## config.mk

```make
export PLATFORM = sky130hd
export DESIGN_NAME = ptc_port_ctrl_bank
export DESIGN_NICKNAME = d
export VERILOG_FILES = /design/src/ptc_pkg.sv /design/src/ptc_policy_if.sv /design/src/ptc_port_policy.sv /design/src/ptc_port_ctrl_bank.sv
export SDC_FILE = /design/constraint.sdc
export NUM_CORES = 1
export LEC_CHECK = 0
export BUFFER_PORTS_ARGS = -buffer_cell sky130_fd_sc_hd__buf_4
export CORE_MARGIN = 1.5
export CORE_UTILIZATION = 30
export DETAILED_ROUTE_END_ITERATION = 7
export PLACE_DENSITY = 0.53
export SLEW_MARGIN = 30
export SYNTH_ARGS = -nofsm -noshare
export SYNTH_HDL_FRONTEND = slang
export SYNTH_SLANG_ARGS = --single-unit
```

## constraint.sdc

```tcl
create_clock -name clk -period 2.2 [get_ports clk]
set_input_delay 0.11 -clock clk [delete_from_list [all_inputs] [get_ports clk]]
set_output_delay 0.11 -clock clk [all_outputs]
set_load 0.01 [all_outputs]
```

## src/ptc_pkg.sv

```systemverilog
// Constants shared by the port priority and tag control bank
package ptc_pkg;
    localparam int          PORT_COUNT     = 4;
    localparam int          VID_W          = 12;
    localparam int          ADDR_W         = 8;
    localparam int          DATA_W         = 8;
    // Register offsets
    localparam logic [7:0]  OFF_PORT1_CTRL = 8'h10;
    localparam logic [7:0]  OFF_PORT2_CTRL = 8'h20;
    localparam logic [7:0]  OFF_PORT3_CTRL = 8'h30;
    localparam logic [7:0]  OFF_RSVD_CTRL  = 8'h40;
    localparam logic [7:0]  OFF_PORT4_CTRL = 8'h50;
    // Field positions
    localparam int          BIT_STORM      = 7;
    localparam int          BIT_DSCP_EN    = 6;
    localparam int          BIT_DOT1P_EN   = 5;
    localparam int          BIT_DEFPRI_HI  = 4;
    localparam int          BIT_DEFPRI_LO  = 3;
    localparam int          BIT_TAG_INS    = 2;
    localparam int          BIT_TAG_DEL    = 1;
    localparam int          BIT_Q_SPLIT    = 0;
    // Value after reset and queue mode codes
    localparam logic [7:0]  CTRL_RESET     = 8'h00;
    localparam logic [1:0]  QMODE_SINGLE   = 2'h0;
    localparam logic [1:0]  QMODE_RSVD     = 2'h3;
endpackage

```

## src/ptc_policy_if.sv

```systemverilog
// Control bytes and per-packet decisions passed between bank and policy logic
`timescale 1ns/100ps
interface ptc_policy_if;
    logic [7:0] ingCtrl;
    logic [7:0] egrCtrl;
    logic       dscpHit;
    logic [1:0] dscpPri;
    logic       tagHit;
    logic [1:0] tagPri;
    logic       rxTagged;
    logic [1:0] queue;
    logic       insertTag;
    logic       stripTag;

    modport bank   (output ingCtrl, egrCtrl, dscpHit, dscpPri, tagHit, tagPri, rxTagged,
                    input  queue, insertTag, stripTag);
    modport policy (input  ingCtrl, egrCtrl, dscpHit, dscpPri, tagHit, tagPri, rxTagged,
                    output queue, insertTag, stripTag);
endinterface

```

## src/ptc_port_policy.sv

```systemverilog
// Per-packet priority resolution from the ingress control byte and egress tag decision from the egress control byte
`timescale 1ns/100ps
module ptc_port_policy (
    ptc_policy_if.policy pif
);
    logic       dscpUse;
    logic       dot1pUse;
    logic [1:0] classPri;

    // A classifier counts only when enabled and it found a priority
    assign dscpUse  = pif.ingCtrl[ptc_pkg::BIT_DSCP_EN] & pif.dscpHit;
    assign dot1pUse = pif.ingCtrl[ptc_pkg::BIT_DOT1P_EN] & pif.tagHit;
    // Both classifiers may be on at once; their results are ORed
    assign classPri = (dscpUse ? pif.dscpPri : 2'h0) | (dot1pUse ? pif.tagPri : 2'h0);
    // Port default is the fallback when no classifier produced a result
    assign pif.queue = (dscpUse | dot1pUse) ? classPri
                     : pif.ingCtrl[ptc_pkg::BIT_DEFPRI_HI:ptc_pkg::BIT_DEFPRI_LO];

    // Insert only on untagged frames, so a tagged frame never gets a second tag
    assign pif.insertTag = pif.egrCtrl[ptc_pkg::BIT_TAG_INS] & ~pif.rxTagged;    // see R06
    // Strip only on tagged frames; untagged frames are never stripped
    assign pif.stripTag  = pif.egrCtrl[ptc_pkg::BIT_TAG_DEL] & pif.rxTagged;     // see R08
endmodule

```

## src/ptc_port_ctrl_bank.sv

```systemverilog
// Per-port ingress priority and egress tag control register bank
//
// Summary of operation
// Bit 7 set enables broadcast storm protection for that port's ingress.
// Bit 6 set classifies ingress priority from the DiffServ code point.
// Bit 5 set classifies ingress priority from the 802.1p tag priority.
// Bits 4..3 give the fallback queue 0..3 when classification is off or fails.
// All three may be on; ORed 802.1p and DSCP result beats port default.
// Bit 2 set adds a tag carrying the ingress port's VLAN ID to untagged frames.
// With insertion on, frames tagged on reception are left unchanged.
// Bit 1 set strips the tag from frames tagged on reception.
// With removal on, frames received untagged pass unmodified.
// Four identical 8-bit read-write registers at 0x10/0x20/0x30/0x50, reset zero.
// Bit 0 with an external bit selects one, two or four queues; 11 reserved.
// The reserved slot at 0x40 ignores writes and reads as zero.
`timescale 1ns/100ps
module ptc_port_ctrl_bank #(
    parameter int VID_W = ptc_pkg::VID_W
) (
    input  wire logic                                   clk,
    input  wire logic                                   rst,
    input  wire logic [ptc_pkg::ADDR_W-1:0]             regAddr,
    input  wire logic                                   regWrEn,
    input  wire logic [ptc_pkg::DATA_W-1:0]             regWrData,
    input  wire logic                                   regRdEn,
    output logic      [ptc_pkg::DATA_W-1:0]             regRdData,
    output logic                                        regRdValid,
    input  wire logic [ptc_pkg::PORT_COUNT*VID_W-1:0]   portDefaultVlanId,
    input  wire logic [ptc_pkg::PORT_COUNT-1:0]         queueSplitHi,
    output logic      [ptc_pkg::PORT_COUNT-1:0]         stormProtectEn,
    output logic      [2*ptc_pkg::PORT_COUNT-1:0]       queueMode,
    input  wire logic                                   classReq,
    input  wire logic [1:0]                             classPort,
    input  wire logic                                   dscpHit,
    input  wire logic [1:0]                             dscpPri,
    input  wire logic                                   tagHit,
    input  wire logic [1:0]                             tagPri,
    output logic                                        classValid,
    output logic      [1:0]                             classQueue,
    output logic                                        classStormProtect,
    input  wire logic                                   egrReq,
    input  wire logic [1:0]                             egrPort,
    input  wire logic [1:0]                             egrSrcPort,
    input  wire logic                                   egrRxTagged,
    output logic                                        egrValid,
    output logic                                        egrInsertTag,
    output logic                                        egrStripTag,
    output logic      [VID_W-1:0]                       egrVlanId
);
    localparam int NP = ptc_pkg::PORT_COUNT;

    // Maps a register offset to {hit, port index}; the reserved slot never hits
    function automatic logic [2:0] decodeSlot(input logic [7:0] a);
        logic [2:0] r;
        r = 3'h0;
        unique case (a)
            ptc_pkg::OFF_PORT1_CTRL: r = 3'h4;
            ptc_pkg::OFF_PORT2_CTRL: r = 3'h5;
            ptc_pkg::OFF_PORT3_CTRL: r = 3'h6;
            ptc_pkg::OFF_PORT4_CTRL: r = 3'h7;
            default:                 r = 3'h0;
        endcase
        return r;
    endfunction

    logic [7:0]       ctrl_reg [NP];
    logic [2:0]       slot;
    logic             slotHit;
    logic [1:0]       slotIdx;
    logic [7:0]       rdData_next;
    logic [VID_W-1:0] srcVid;

    ptc_policy_if pif ();

    // Address decode shared by reads and writes
    assign slot        = decodeSlot(regAddr);
    assign slotHit     = slot[2];
    assign slotIdx     = slot[1:0];
    // Reserved and unmapped offsets read zero
    assign rdData_next = slotHit ? ctrl_reg[slotIdx] : 8'h00;

    // Control storage; every field is read-write including the split bit
    always_ff @(posedge clk or posedge rst)
    begin
        if (rst)
        begin
            for (int i = 0; i < NP; i++)
                ctrl_reg[i] <= ptc_pkg::CTRL_RESET;
        end
        else if (regWrEn && slotHit)
        begin
            ctrl_reg[slotIdx] <= regWrData;                      // see R10
        end
    end

    // Read data is registered and answers one cycle after the strobe
    always_ff @(posedge clk or posedge rst)
    begin
        if (rst)
        begin
            regRdData  <= 8'h00;
            regRdValid <= 1'b0;
        end
        else
        begin
            regRdValid <= regRdEn;
            if (regRdEn)
                regRdData <= rdData_next;
        end
    end

    // Static per-port levels; a reserved split code falls back to one queue
    // so the queue manager never sees an undefined mode
    genvar g;
    generate
        for (g = 0; g < NP; g++)
        begin : gPort
            logic [1:0] rawMode;
            assign rawMode = {queueSplitHi[g], ctrl_reg[g][ptc_pkg::BIT_Q_SPLIT]};
            assign queueMode[2*g+1:2*g] = (rawMode == ptc_pkg::QMODE_RSVD) ?
                                          ptc_pkg::QMODE_SINGLE : rawMode;
            assign stormProtectEn[g]    = ctrl_reg[g][ptc_pkg::BIT_STORM];
        end
    endgenerate

    // Ingress side uses the arrival port, egress side the output port
    assign pif.ingCtrl  = ctrl_reg[classPort];
    assign pif.egrCtrl  = ctrl_reg[egrPort];
    assign pif.dscpHit  = dscpHit;
    assign pif.dscpPri  = dscpPri;
    assign pif.tagHit   = tagHit;
    assign pif.tagPri   = tagPri;
    assign pif.rxTagged = egrRxTagged;
    // Inserted tag carries the VLAN ID of the port the frame came in on
    assign srcVid       = portDefaultVlanId[egrSrcPort*VID_W +: VID_W];

    ptc_port_policy uPolicy (
        .pif (pif.policy)
    );

    // Ingress decision registered one cycle after the request
    always_ff @(posedge clk or posedge rst)
    begin
        if (rst)
        begin
            classValid        <= 1'b0;
            classQueue        <= 2'h0;
            classStormProtect <= 1'b0;
        end
        else
        begin
            classValid <= classReq;
            if (classReq)
            begin
                classQueue        <= pif.queue;
                classStormProtect <= pif.ingCtrl[ptc_pkg::BIT_STORM];
            end
        end
    end

    // Egress decision registered one cycle after the request
    always_ff @(posedge clk or posedge rst)
    begin
        if (rst)
        begin
            egrValid     <= 1'b0;
            egrInsertTag <= 1'b0;
            egrStripTag  <= 1'b0;
            egrVlanId    <= '0;
        end
        else
        begin
            egrValid <= egrReq;
            if (egrReq)
            begin
                egrInsertTag <= pif.insertTag;
                egrStripTag  <= pif.stripTag;
                egrVlanId    <= srcVid;
            end
        end
    end

    // Checks kept beside the logic
    property p_storm;
        @(posedge clk) disable iff (rst)
        (regWrEn && regAddr == ptc_pkg::OFF_PORT1_CTRL) |=> stormProtectEn[0] == $past(regWrData[7]);
    endproperty
    a_storm: assert property (p_storm) else $error("storm enable does not follow write");

    property p_dscp;
        @(posedge clk) disable iff (rst)
        (classReq && pif.ingCtrl[6] && dscpHit && !(pif.ingCtrl[5] && tagHit)) |=>
            classValid && classQueue == $past(dscpPri);
    endproperty
    a_dscp: assert property (p_dscp) else $error("DiffServ priority not applied");

    property p_dot1p;
        @(posedge clk) disable iff (rst)
        (classReq && pif.ingCtrl[5] && tagHit && !(pif.ingCtrl[6] && dscpHit)) |=>
            classQueue == $past(tagPri);
    endproperty
    a_dot1p: assert property (p_dot1p) else $error("802.1p priority not applied");

    property p_default;
        @(posedge clk) disable iff (rst)
        (classReq && !(pif.ingCtrl[6] && dscpHit) && !(pif.ingCtrl[5] && tagHit)) |=>
            classQueue == $past(pif.ingCtrl[4:3]);
    endproperty
    a_default: assert property (p_default) else $error("port default priority not applied");

    property p_orMerge;
        @(posedge clk) disable iff (rst)
        (classReq && pif.ingCtrl[6] && dscpHit && pif.ingCtrl[5] && tagHit) |=>
            classQueue == ($past(dscpPri) | $past(tagPri));
    endproperty
    a_orMerge: assert property (p_orMerge) else $error("merged priority is not the OR");

    property p_insert;
        @(posedge clk) disable iff (rst)
        (egrReq && pif.egrCtrl[2] && !egrRxTagged) |=> egrValid && egrInsertTag && egrVlanId == $past(srcVid);
    endproperty
    a_insert: assert property (p_insert) else $error("tag not inserted with source VLAN ID");

    property p_noDouble;
        @(posedge clk) disable iff (rst)
        (egrReq && (egrRxTagged || !pif.egrCtrl[2])) |=> !egrInsertTag;
    endproperty
    a_noDouble: assert property (p_noDouble) else $error("tag inserted where not allowed");

    property p_strip;
        @(posedge clk) disable iff (rst)
        (egrReq && egrRxTagged) |=> egrStripTag == $past(pif.egrCtrl[1]);
    endproperty
    a_strip: assert property (p_strip) else $error("tag removal does not follow control bit");

    property p_untaggedPass;
        @(posedge clk) disable iff (rst)
        (egrReq && !egrRxTagged) |=> !egrStripTag;
    endproperty
    a_untaggedPass: assert property (p_untaggedPass) else $error("untagged frame marked for strip");

    property p_rsvdRead;
        @(posedge clk) disable iff (rst)
        (regRdEn && regAddr == ptc_pkg::OFF_RSVD_CTRL) |=> regRdValid && regRdData == 8'h00;
    endproperty
    a_rsvdRead: assert property (p_rsvdRead) else $error("reserved slot did not read zero");

    property p_readBack;
        @(posedge clk) disable iff (rst)
        (regWrEn && regAddr == ptc_pkg::OFF_PORT4_CTRL) ##1
            (regRdEn && !regWrEn && regAddr == ptc_pkg::OFF_PORT4_CTRL) |=> regRdData == $past(regWrData, 2);
    endproperty
    a_readBack: assert property (p_readBack) else $error("port register read-back mismatch");

    property p_qmode;
        @(posedge clk) disable iff (rst)
        queueMode[1:0] == (({queueSplitHi[0], ctrl_reg[0][0]} == 2'h3) ? 2'h0 : {queueSplitHi[0], ctrl_reg[0][0]});
    endproperty
    a_qmode: assert property (p_qmode) else $error("queue mode mismatch");
endmodule

```

Word-level counts from Yosys, hierarchy flattened:

Index checks and enable logic that the tools add are counted.

* $mul: 1
* $lt $le $gt $ge: 4
* equality and inequality tests: 8
* shifts and indexed selects: 1
* mux-type cells: 21
* bitwise logic cells: 10
* reduce and logical (&&, ||, !) cells: 2

Operator list (count)
* $bmux W8 S2: 3
* $mux W8: 6
* $shiftx A48 B7 Y12: 1
* $bwmux W32: 1
* $demux W8 S2: 1
* $eq A8 B6 Y1 const B: 2
* $mux W2: 7
* $pmux W3 S4: 1
* $ge A3 B3 Y1 const B: 3
* $not A2 Y3: 3
* $eq A2 B2 Y1 const B: 4
* $eq A8 B5 Y1 const B: 1
* $eq A8 B7 Y1 const B: 1
* $mux W3: 2
* $and A1 B1 Y1: 4
* $mul A2 B2 Y4 const B: 1
* $lt A3 B1 Y1 const B: 1
* $logic_and A1 B1 Y1: 2
* $or A2 B2 Y2: 1
* $not A1 Y1: 1
* $or A1 B1 Y1: 1

* register bits after elaboration: 60
* input port bits: 87

Depth between registers and ports, before layout:

Gate-level depths: netlist (run 1).

* depth in word-level cells: 8
* gate-level depth with buffers: 5

By module:

Synthesis (run 1) repeated with hierarchy kept, for this count alone.

* cell total of the unflattened synthesis: 226
* area total of the unflattened synthesis: 3348.2 µm²

By module, submodules not included
* ptc_port_ctrl_bank: times used 1, cells each 218, area an instance 3286.9 µm², sequential area each 1501.4 µm²
* ptc_port_policy: times used 1, cells each 8, area an instance 61.3 µm², sequential area each 0.0 µm²

Least setup slack after synthesis (run 1):

OpenSTA, ideal clock, no wires.

* path kind: input port to flip-flop
* start point: in regAddr[1] in the netlist's numbering
* end point: reg ctrl_reg[16] in the netlist's numbering
* library setup time: 0.125 ns
* data arrival time: 1.178 ns
* setup slack: 0.897 ns
* stages: 5
* buffers on the path: 1
* cells stage by stage: nor4_4 and3b_1 buf_6 nand2_8 mux2_4

* cells in the longest elaborated chain, start to end: 8

RTL lines
* start, declared: RTL line ptc_port_ctrl_bank.sv:22 `input wire logic [ptc_pkg::ADDR_W-1:0] regAddr,`
* $eq A8 B7 Y1 (tied with other cells): RTL line ptc_port_ctrl_bank.sv:56 `unique case (a)`
* $pmux W3 S4 *: RTL line ptc_port_ctrl_bank.sv:56
* $not A2 Y3 (implied by the code): RTL line ptc_port_ctrl_bank.sv:92 `ctrl_reg[slotIdx] <= regWrData;`
* $ge A3 B3 Y1 (implied by the code) / $lt A3 B1 Y1 (equally long branches): RTL line ptc_port_ctrl_bank.sv:92
* $logic_and A1 B1 Y1 (implied by the code): RTL line ptc_port_ctrl_bank.sv:92
* $mux W8 (implied by the code): RTL line ptc_port_ctrl_bank.sv:92
* $demux W8 S2: RTL line ptc_port_ctrl_bank.sv:92
* $bwmux W32: RTL line ptc_port_ctrl_bank.sv:92
* end signal, assigned by index: RTL line ptc_port_ctrl_bank.sv:88 `ctrl_reg[i] <= ptc_pkg::CTRL_RESET;`
* end signal, assigned by index: RTL line ptc_port_ctrl_bank.sv:92
* end, declared: RTL line ptc_port_ctrl_bank.sv:66 `logic [7:0] ctrl_reg [NP];`

Mark *: on every way between the ends. The rest lies on a longest branch, timed or not.
A chain may end at the register's enable or synchronous reset.

Final worst setup path (run 1):

* start point: in regAddr[1] in the netlist's numbering
* end point: reg ctrl_reg[25] in the netlist's numbering

Same word-level chain as after synthesis.

==> results of run 1 <==
-- cell usage in the layout, fill, tap and decap left out, types with 2 or more instances in the layout --
master	Yosys	layout
clkinv_2	0	4
mux2_2	21	21
mux2i_1	2	2
and3b_1	2	2
a21oi_1	9	9
nand2_1	6	6
a2bb2oi_1	8	8
mux2_4	24	24
nor2_1	3	3
dfrtp_1	60	60
a22oi_1	8	8
buf_4	4	128
nand2_8	3	3
nor2b_1	16	16
inv_1	3	2
dlygate4sd3_1	0	3
a41oi_1	2	2
o21ai_0	9	9
nand3_1	3	3
clkbuf_8	0	11
mux4_2	18	18
-- power by group through the flow --
stage,combinational [uW],clock (uW),sequential (uW)
floorplan,208,0,1250
global placement,474,0,1240
detailed placement,479,0,1240
CTS,484,1040,1220
global route,514,1110,1230
finish,473,1010,1220
-- tightest hold or removal path: cells and delay by family --
family	cells	cell delay, ns
AND/OR/NAND/NOR	1	0.06
AO/OA/AOI/OAI	1	0.07
buffers and inverters	1	0.08
-- path summary, 6_finish.rpt --
kind	start	end	slack [ns]	cells past startpoint
max	regAddr[1]	ctrl_reg[25]$_DFFE_PP0P_	0.78	5
min	egrRxTagged	egrStripTag$_DFFE_PP0P_	0.02	3
max reg2reg	ctrl_reg[5]$_DFFE_PP0P_	classQueue[0]$_DFFE_PP0P_	0.80	4
min reg2reg	egrVlanId[8]$_DFFE_PP0P_	egrVlanId[8]$_DFFE_PP0P_	0.51	1
max in group asynchronous	rst	ctrl_reg[25]$_DFFE_PP0P_	1.04	4
min in group asynchronous	rst	egrValid$_DFF_PP0_	0.47	3
-- kinds of logic after synthesis --
group	count (synthesis)	share of synthesized area [%]
mux	65	31.8
buf+inv	18	2.99
flops	60	46.7
compound gates	39	8.01
simple gates	43	10.6
-- stage by stage --
| step | hold slack (ns) | instance area (sq um) | total power [uW] | std cells | util [%] |
|---|---|---|---|---|---|
| 6_report | 0.0199 | 4500 | 2700 | 493 | 43.4 |
| 4_1_cts | 0.00632 | 4500 | 2740 | 493 | 43.4 |
| 2_1_floorplan | 0.141 | 3220 | 1460 | 225 | - |
| 3_5_place_dp | 0.274 | 4260 | 1720 | 474 | 41.1 |
| 5_1_grt | 0.0228 | 4500 | 2850 | 493 | 43.4 |
| 3_3_place_gp | 0.271 | 4260 | 1710 | 474 | 41.1 |
-- area by class of cell --
| class | count | area, sq um | share of cell area [%] |
|---|---|---|---|
| Sequential cell | 60 | 1500 | 33.4 |
| Inverter | 3 | 11.3 | 0.250 |
| Multi-Input combinational cell | 147 | 1620 | 36.0 |
| Clock buffer | 11 | 151 | 3.37 |
| Timing Repair Buffer | 131 | 991 | 22.0 |
| Clock inverter | 5 | 50.0 | 1.11 |
| Tap cell | 136 | 170 | 3.79 |
-- timing repair --
action	CTS	global route
hold buffers	3	0
endpoints found under the hold margin	36	0
resized for setup	0	0
-- layer usage --
metal	wire length (um)	global-route usage [%]
met1	3690	19.9
met2	4140	26.3
met3	330	3.10
met4	188	7.24
met5	0	0
==> insert_results.sql, run 1 <==
INSERT INTO impl_metrics (metric_group, metric, value, unit) VALUES
('setup_path', 'worstSetupEndpointType', 'flip-flop', ''),
('floorplan', 'floorplan.initialDensity', '31.0', '%'),
('synth', 'synth_common_cells', '60 x dfrtp_1, 24 x mux2_4, 21 x mux2_2', ''),
('timing', 'max_freq', '0.703', 'GHz'),
('global_route', 'grt.overflow.total', '0', ''),
('synth', 'ys_dominant_reg_cell', 'dfrtp_1', ''),
('clocking', 'post_cts.repair.setup_buffers', '0', ''),
('global_route', 'grt_util_all_layers', '15.8', '%'),
('power', 'clkPwrFrac', '37.3', '%'),
('timing', 'max_slew_margin', '49.3', '%'),
('floorplan', 'placeableCoreArea', '10400', 'sq um'),
('placed_design', 'routabilityCongestion', '0.762', ''),
('power', 'static-leakage-power', '0.00215', 'uW'),
('timing', 'timing_worst_slew_pin_value', '0.760', 'ns'),
('setup_path', 'critPathMaxFanout', '8', ''),
('synth', 'synth_edf_count', '0', ''),
('placed_design', 'portBuffers', '126', ''),
('floorplan', 'rows', '37', ''),
('global_route', 'number_of_antenna_violations_at_the_first_check_in_global_routing', '0', ''),
('global_route', 'first_pass_grt_wire_length', '13700', 'um'),
('floorplan', 'top_level_ports', '127', ''),
('timing', 'setup_viol_count_final', '0', ''),
('synth', 'synth_nets', '312', ''),
('global_route', 'first_global_vias', '2592', ''),
('final_layout', 'area_delta_synth_final', '39.7', '%'),
('clocking', 'clock_path_buffers', '2', ''),
('timing', 'final_min_period_over_clock_period', '64.7', '%'),
('final_layout', 'diodes', '0', ''),
('setup_path', 'required', '2.42', 'ns'),
('clocking', 'cts_buffers', '9', ''),
('power', 'power.switching', '655', 'uW'),
('power', 'p_sw_share', '24.3', '%'),
('status', 'run_status', 'finished clean', ''),
('timing', 'clock-skew-final', '0.00719', 'ns'),
('floorplan', 'die_outline_area', '11400', 'sq um'),
('timing', 'post-route-min-period', '1.42', 'ns'),
('placed_design', 'dp_slack', '0.431', 'ns'),
('setup_path', 'worst-endpoint-arrival', '1.64', 'ns'),
('clocking', 'clock_tree.root_cell', 'clkbuf_8', ''),
('setup_path', 'cp_slowest_stage_delay', '0.55', 'ns'),
('synth', 'synthDistinctLibCells', '36', ''),
('synth', 'synth_top_area_share', '46.7', '%'),
('final_layout', 'post_route_cells_drive_above_1_share', '60.5', '%'),
('setup_path', 'timing.critical_path.cells', 'buf_4 > nor4_4 > and3b_1 > nand2_8 > mux2_4', ''),
('timing', 'hold_violations', '0', ''),
('clocking', 'cts_tree', 'done', ''),
('drt', 'wire_per_inst', '16.9', 'um'),
('setup_path', 'critPathKind', 'primary input to flip-flop', ''),
('timing', 'layout_setup_ws', '0.777', 'ns'),
('timing', 'final-max-slew-violation-count', '0', ''),
('timing', 'fin_tns_setup', '0', 'ns'),
('setup_path', 'critical_path.top_delay_family', 'simple AND/OR/NAND/NOR gates', ''),
('run', 'max_cap_violations', '0', ''),
('synth', 'synthMostInstantiatedCell', 'dfrtp_1', ''),
('synth', 'syn-cell-area', '3220', 'sq um'),
('clocking', 'numClockSinks', '60', ''),
('final_layout', 'finish.net_count', '439', ''),
('power', 'cellInternalPower', '2040', 'uW'),
('synth', 'postSynthRegisterBits', '60', ''),
('clocking', 'worst_skew_pair.late_latency', '0.34', 'ns'),
('power', 'comb_power_share', '17.5', '%'),
('drt', 'initial_drt_pass_iterations', '4', ''),
('clocking', 'cts.htree.levels', '3', ''),
('power', 'power_density', '600', 'nW/um^2'),
('floorplan', 'die_width', '107', 'um'),
('synth', 'yosys.area.top_type', 'dfrtp_1', ''),
('drt', 'via_per_inst', '4.80', ''),
('placed_design', 'post_dp_hpwl', '6200', 'um'),
('floorplan', 'die_y', '107', 'um'),
('drt', 'remaining_drc_errors', '0', ''),
('synth', 'synthesis.instances', '225', '');
Note: power is estimated with default switching activity, not from simulation.
==> run 2: changes to the inputs <==
ABC_AREA = 1   (was unset)
PLACE_DENSITY = 0.52   (was 0.53)
clock period = 1.5 ns   (was 2.2 ns; I/O delays follow)
==> run 2 against run 1 <==
First-iteration DRC count is 140% higher. Synthesized area is 7.2% higher. Hold slack better by 0.013 ns. Non-clock buffer count is 10 higher. Core utilization is 1.0 points higher. Clock power is 100% higher. Sequential cell count stayed put. Largest cell class unchanged.
==> insert_results.sql, run 2 <==
INSERT INTO impl_metrics (metric_group, metric, value, unit) VALUES
('status', 'run_status', 'finished clean', ''),
('clocking', 'numClockSinks', '60', ''),
('final_layout', 'diodes', '0', ''),
('global_route', 'grt_start_max_net_pins', '61', ''),
('clocking', 'clock_tree.root_cell', 'clkbuf_16', ''),
('synth', 'post_synthesis_mean_instance_area', '7.26', 'sq um'),
('synth', 'sequential_to_total_area_share_from_yosys_stat', '43.5', '%'),
('floorplan', 'die_width', '110', 'um'),
('floorplan', 'die_outline_area', '12200', 'sq um'),
('placed_design', 'post_dp_hpwl', '7820', 'um'),
('floorplan', 'floorplan.initialDensity', '31.3', '%'),
('timing', 'setup_viol_count_final', '0', ''),
('clocking', 'path_clk_slew', '0.05', 'ns'),
('placed_design', 'detailed_place.area', '4490', 'sq um'),
('synth', 'synthDistinctLibCells', '29', ''),
('synth', 'synth_common_cells', '111 x nand2_1, 98 x nor2_1, 60 x dfrtp_1', ''),
('setup_path', 'endpoint', 'classQueue[1]$_DFFE_PP0P_', ''),
('timing', 'rsz0062_at_grt', 'false', ''),
('timing', 'max_slew_margin', '73.4', '%'),
('timing', 'fin_tns_setup', '0', 'ns'),
('final_layout', 'final_area', '4900', 'sq um'),
('clocking', 'cts_tree', 'done', ''),
('setup_path', 'critPathSlowestCell', 'dfrtp_1', ''),
('floorplan', 'die_y', '110', 'um'),
('placed_design', 'routabilityCongestion', '0.794', ''),
('drt', 'num_vias', '3473', ''),
('drt', 'via_per_inst', '4.62', ''),
('global_route', 'grt_util_all_layers', '17.7', '%'),
('setup_path', 'r2r_end', 'classQueue[1]$_DFFE_PP0P_', ''),
('synth', 'synth_top_area_share', '43.5', '%'),
('synth', 'synth.area.top_cells', 'dfrtp_1 44%, nand2_1 12%, nor2_1 11%', ''),
('clocking', 'holdBufCountCts', '12', ''),
('floorplan', 'rows', '38', ''),
('run', 'max_cap_violations', '0', ''),
('setup_path', 'critPathKind', 'flip-flop to flip-flop', ''),
('setup_path', 'worst-endpoint-arrival', '1.40', 'ns'),
('setup_path', 'cpMostUsedCell', 'nor2_1', ''),
('setup_path', 'required', '1.72', 'ns'),
('setup_path', 'critical_path.startpoint_type', 'flip-flop', ''),
('clocking', 'cts_buffers', '9', ''),
('global_route', 'first_pass_grt_wire_length', '16400', 'um'),
('synth', 'synthMostInstantiatedCell', 'nand2_1', ''),
('setup_path', 'startpoint_of_the_most_critical_register_to_register_path', 'ctrl_reg[12]$_DFFE_PP0P_', ''),
('worst_hold_path', 'min_delay_path_class', 'primary input to flip-flop', ''),
('setup_path', 'reg2reg_setup_slack', '0.32', 'ns'),
('global_route', 'number_of_antenna_violations_at_the_first_check_in_global_routing', '0', ''),
('drt', 'antenna_violation_net_count_after_detailed_routing', '0', ''),
('timing', 'hold_violations', '0', ''),
('clocking', 'post_cts.repair.setup_buffers', '0', ''),
('final_layout', 'final_common_cell', 'buf_4', ''),
('drt', 'first_iter_violations', '162', ''),
('final_layout', 'finish.net_count', '694', ''),
('final_layout', 'number_of_flip_flops_in_the_largest_register', '28', ''),
('synth', 'postSynthRegisterBits', '60', ''),
('clocking', 'cts.htree.levels', '3', ''),
('final_layout', 'post_route_cells_drive_above_1_share', '28.5', '%'),
('setup_path', 'critPathMaxFanout', '3', ''),
('power', 'power_density', '957', 'nW/um^2'),
('setup_path', 'worstSetupEndpointType', 'flip-flop', ''),
('timing', 'final-max-slew-violation-count', '0', ''),
('synth', 'yosys.area.top_type', 'dfrtp_1', ''),
('drt', 'wire_per_inst', '13.9', 'um'),
('setup_path', 'cp_slowest_stage_delay', '0.39', 'ns'),
('global_route', 'first_global_vias', '3307', ''),
('placed_design', 'portBuffers', '126', ''),
('setup_path', 'worstRegToRegCells', '8', ''),
('setup_path', 'worstSetupStartpoint', 'ctrl_reg[12]$_DFFE_PP0P_', ''),
('synth', 'synth_edf_count', '0', ''),
('final_layout', 'layout.cells.non_filler', '751', ''),
('floorplan', 'top_level_ports', '127', ''),
('synth', 'synth-async-reset-ratio', '100', '%'),
('timing', 'post-route-min-period', '1.18', 'ns'),
('power', 'vdd.ir_drop.worst', '623', 'uV'),
('final_layout', 'most-common-layout-cells', '128 x buf_4, 111 x nand2_1, 98 x nor2_1, 60 x dfrtp_1, 54 x o21ai_0', ''),
('timing', 'timing_worst_slew_pin_value', '0.398', 'ns'),
('synth', 'synthesis.instances', '475', ''),
('setup_path', 'timing.critical_path.cells', 'nor2_1 > nor2_1 > o21ai_0 > o21ai_0 > inv_1 > nor2_1 > nor2_1 > nor2_1', ''),
('global_route', 'grt.overflow.total', '0', ''),
('clocking', 'post_cts_resize_count', '0', ''),
('synth', 'synth_nets', '562', ''),
('synth', 'yosys_warnings', '0', ''),
('power', 'static-leakage-power', '0.00249', 'uW'),
('drt', 'wl', '10400', 'um'),
('drt', 'remaining_drc_errors', '0', ''),
('final_layout', 'area_delta_synth_final', '42.0', '%'),
('timing', 'final_min_period_over_clock_period', '78.7', '%'),
('clocking', 'worst_skew_pair.late_latency', '0.33', 'ns'),
('floorplan', 'placeableCoreArea', '11000', 'sq um'),
('placed_design', 'cell_count_after_placement', '724', ''),
('synth', 'ys_dominant_reg_cell', 'dfrtp_1', ''),
('synth', 'syn-cell-area', '3450', 'sq um'),
('clocking', 'clock_path_buffers', '2', ''),
('drt', 'initial_drt_pass_iterations', '4', ''),
('timing', 'max_freq', '0.848', 'GHz'),
('timing', 'clock-skew-final', '0.00758', 'ns');
## run 2: changes by cell type in the layout (fill, tap and decap cells not counted), moves of 21 or more
cell,before,now
mux2_2,21,0
o21ai_0,9,54
nand2_1,6,111
inv_1,2,46
mux2_4,24,0
nor2_1,3,98
nand3_1,3,32
## run 2: cell type report
cell class	instances	area (sq um)
multi-input cells	345	1640
well taps	140	175
fillers	1129	6130
inverters	50	191
clock inverters	5	52.6
clock buffers	10	239
flip-flops and latches	60	1500
repair buffers	141	1100
## run 2: worst min-delay path by stage
stage             start  depth (start not counted)  slack (ns)                  endpoint
2_1_floorplan  classReq                          0        0.11      classValid$_DFF_PP0_
3_3_place_gp        rst                          3        0.19  egrInsertTag$_DFFE_PP0P_
3_5_place_dp        rst                          3        0.19   ctrl_reg[0]$_DFFE_PP0P_
4_1_cts          egrReq                          1        0.02        egrValid$_DFF_PP0_
5_1_grt          egrReq                          1        0.04        egrValid$_DFF_PP0_
6_report         egrReq                          1        0.03        egrValid$_DFF_PP0_
## run 2: per-layer routing
metal	vias to the layer above	share of wire (%)	GRT usage, %
met5	-	0	0
met1	1587	45	23.3
met4	0	1.4	6.32
met3	10	5.5	3.12
met2	99	48	29.4
li1	1777	-	-
## run 2: through the flow
stage	hold WS, ns	worst slack [ns]	total power [uW]	util, %
after floorplan	0.106	0.433	2230	-
after global placement	0.191	0.0724	2640	40.7
after detailed placement	0.193	0.0627	2650	40.7
after CTS	0.0208	0.319	4740	44.4
after global routing	0.0353	0.176	4910	44.4
final	0.0329	0.320	4690	44.4
## run 2: worst max-delay path: cells and delay by family (launching register included)
family,cells,cell delay [ns]
buffers and inverters,1,0.09
AND/OR/NAND/NOR,5,0.36
flip-flops,1,0.39
AO/OA/AOI/OAI,2,0.24
## run 2: where the power goes
part / switching (uW) / internal (uW) / leakage [uW] / total (uW)
Clock: 734 / 1310 / 0.000144 / 2040
Sequential: 94.0 / 1740 / 0.000781 / 1840
Combinational: 403 / 402 / 0.00157 / 805
## run 2: cells by family (layout without fill, tap and decap cells)
kind of cell / count (synthesis) / count (layout) / synth area share (%)
simple gates: 260 / 260 / 33.3
flops: 60 / 60 / 43.5
buf+inv: 70 / 206 / 9.03
compound gates: 85 / 85 / 14.1
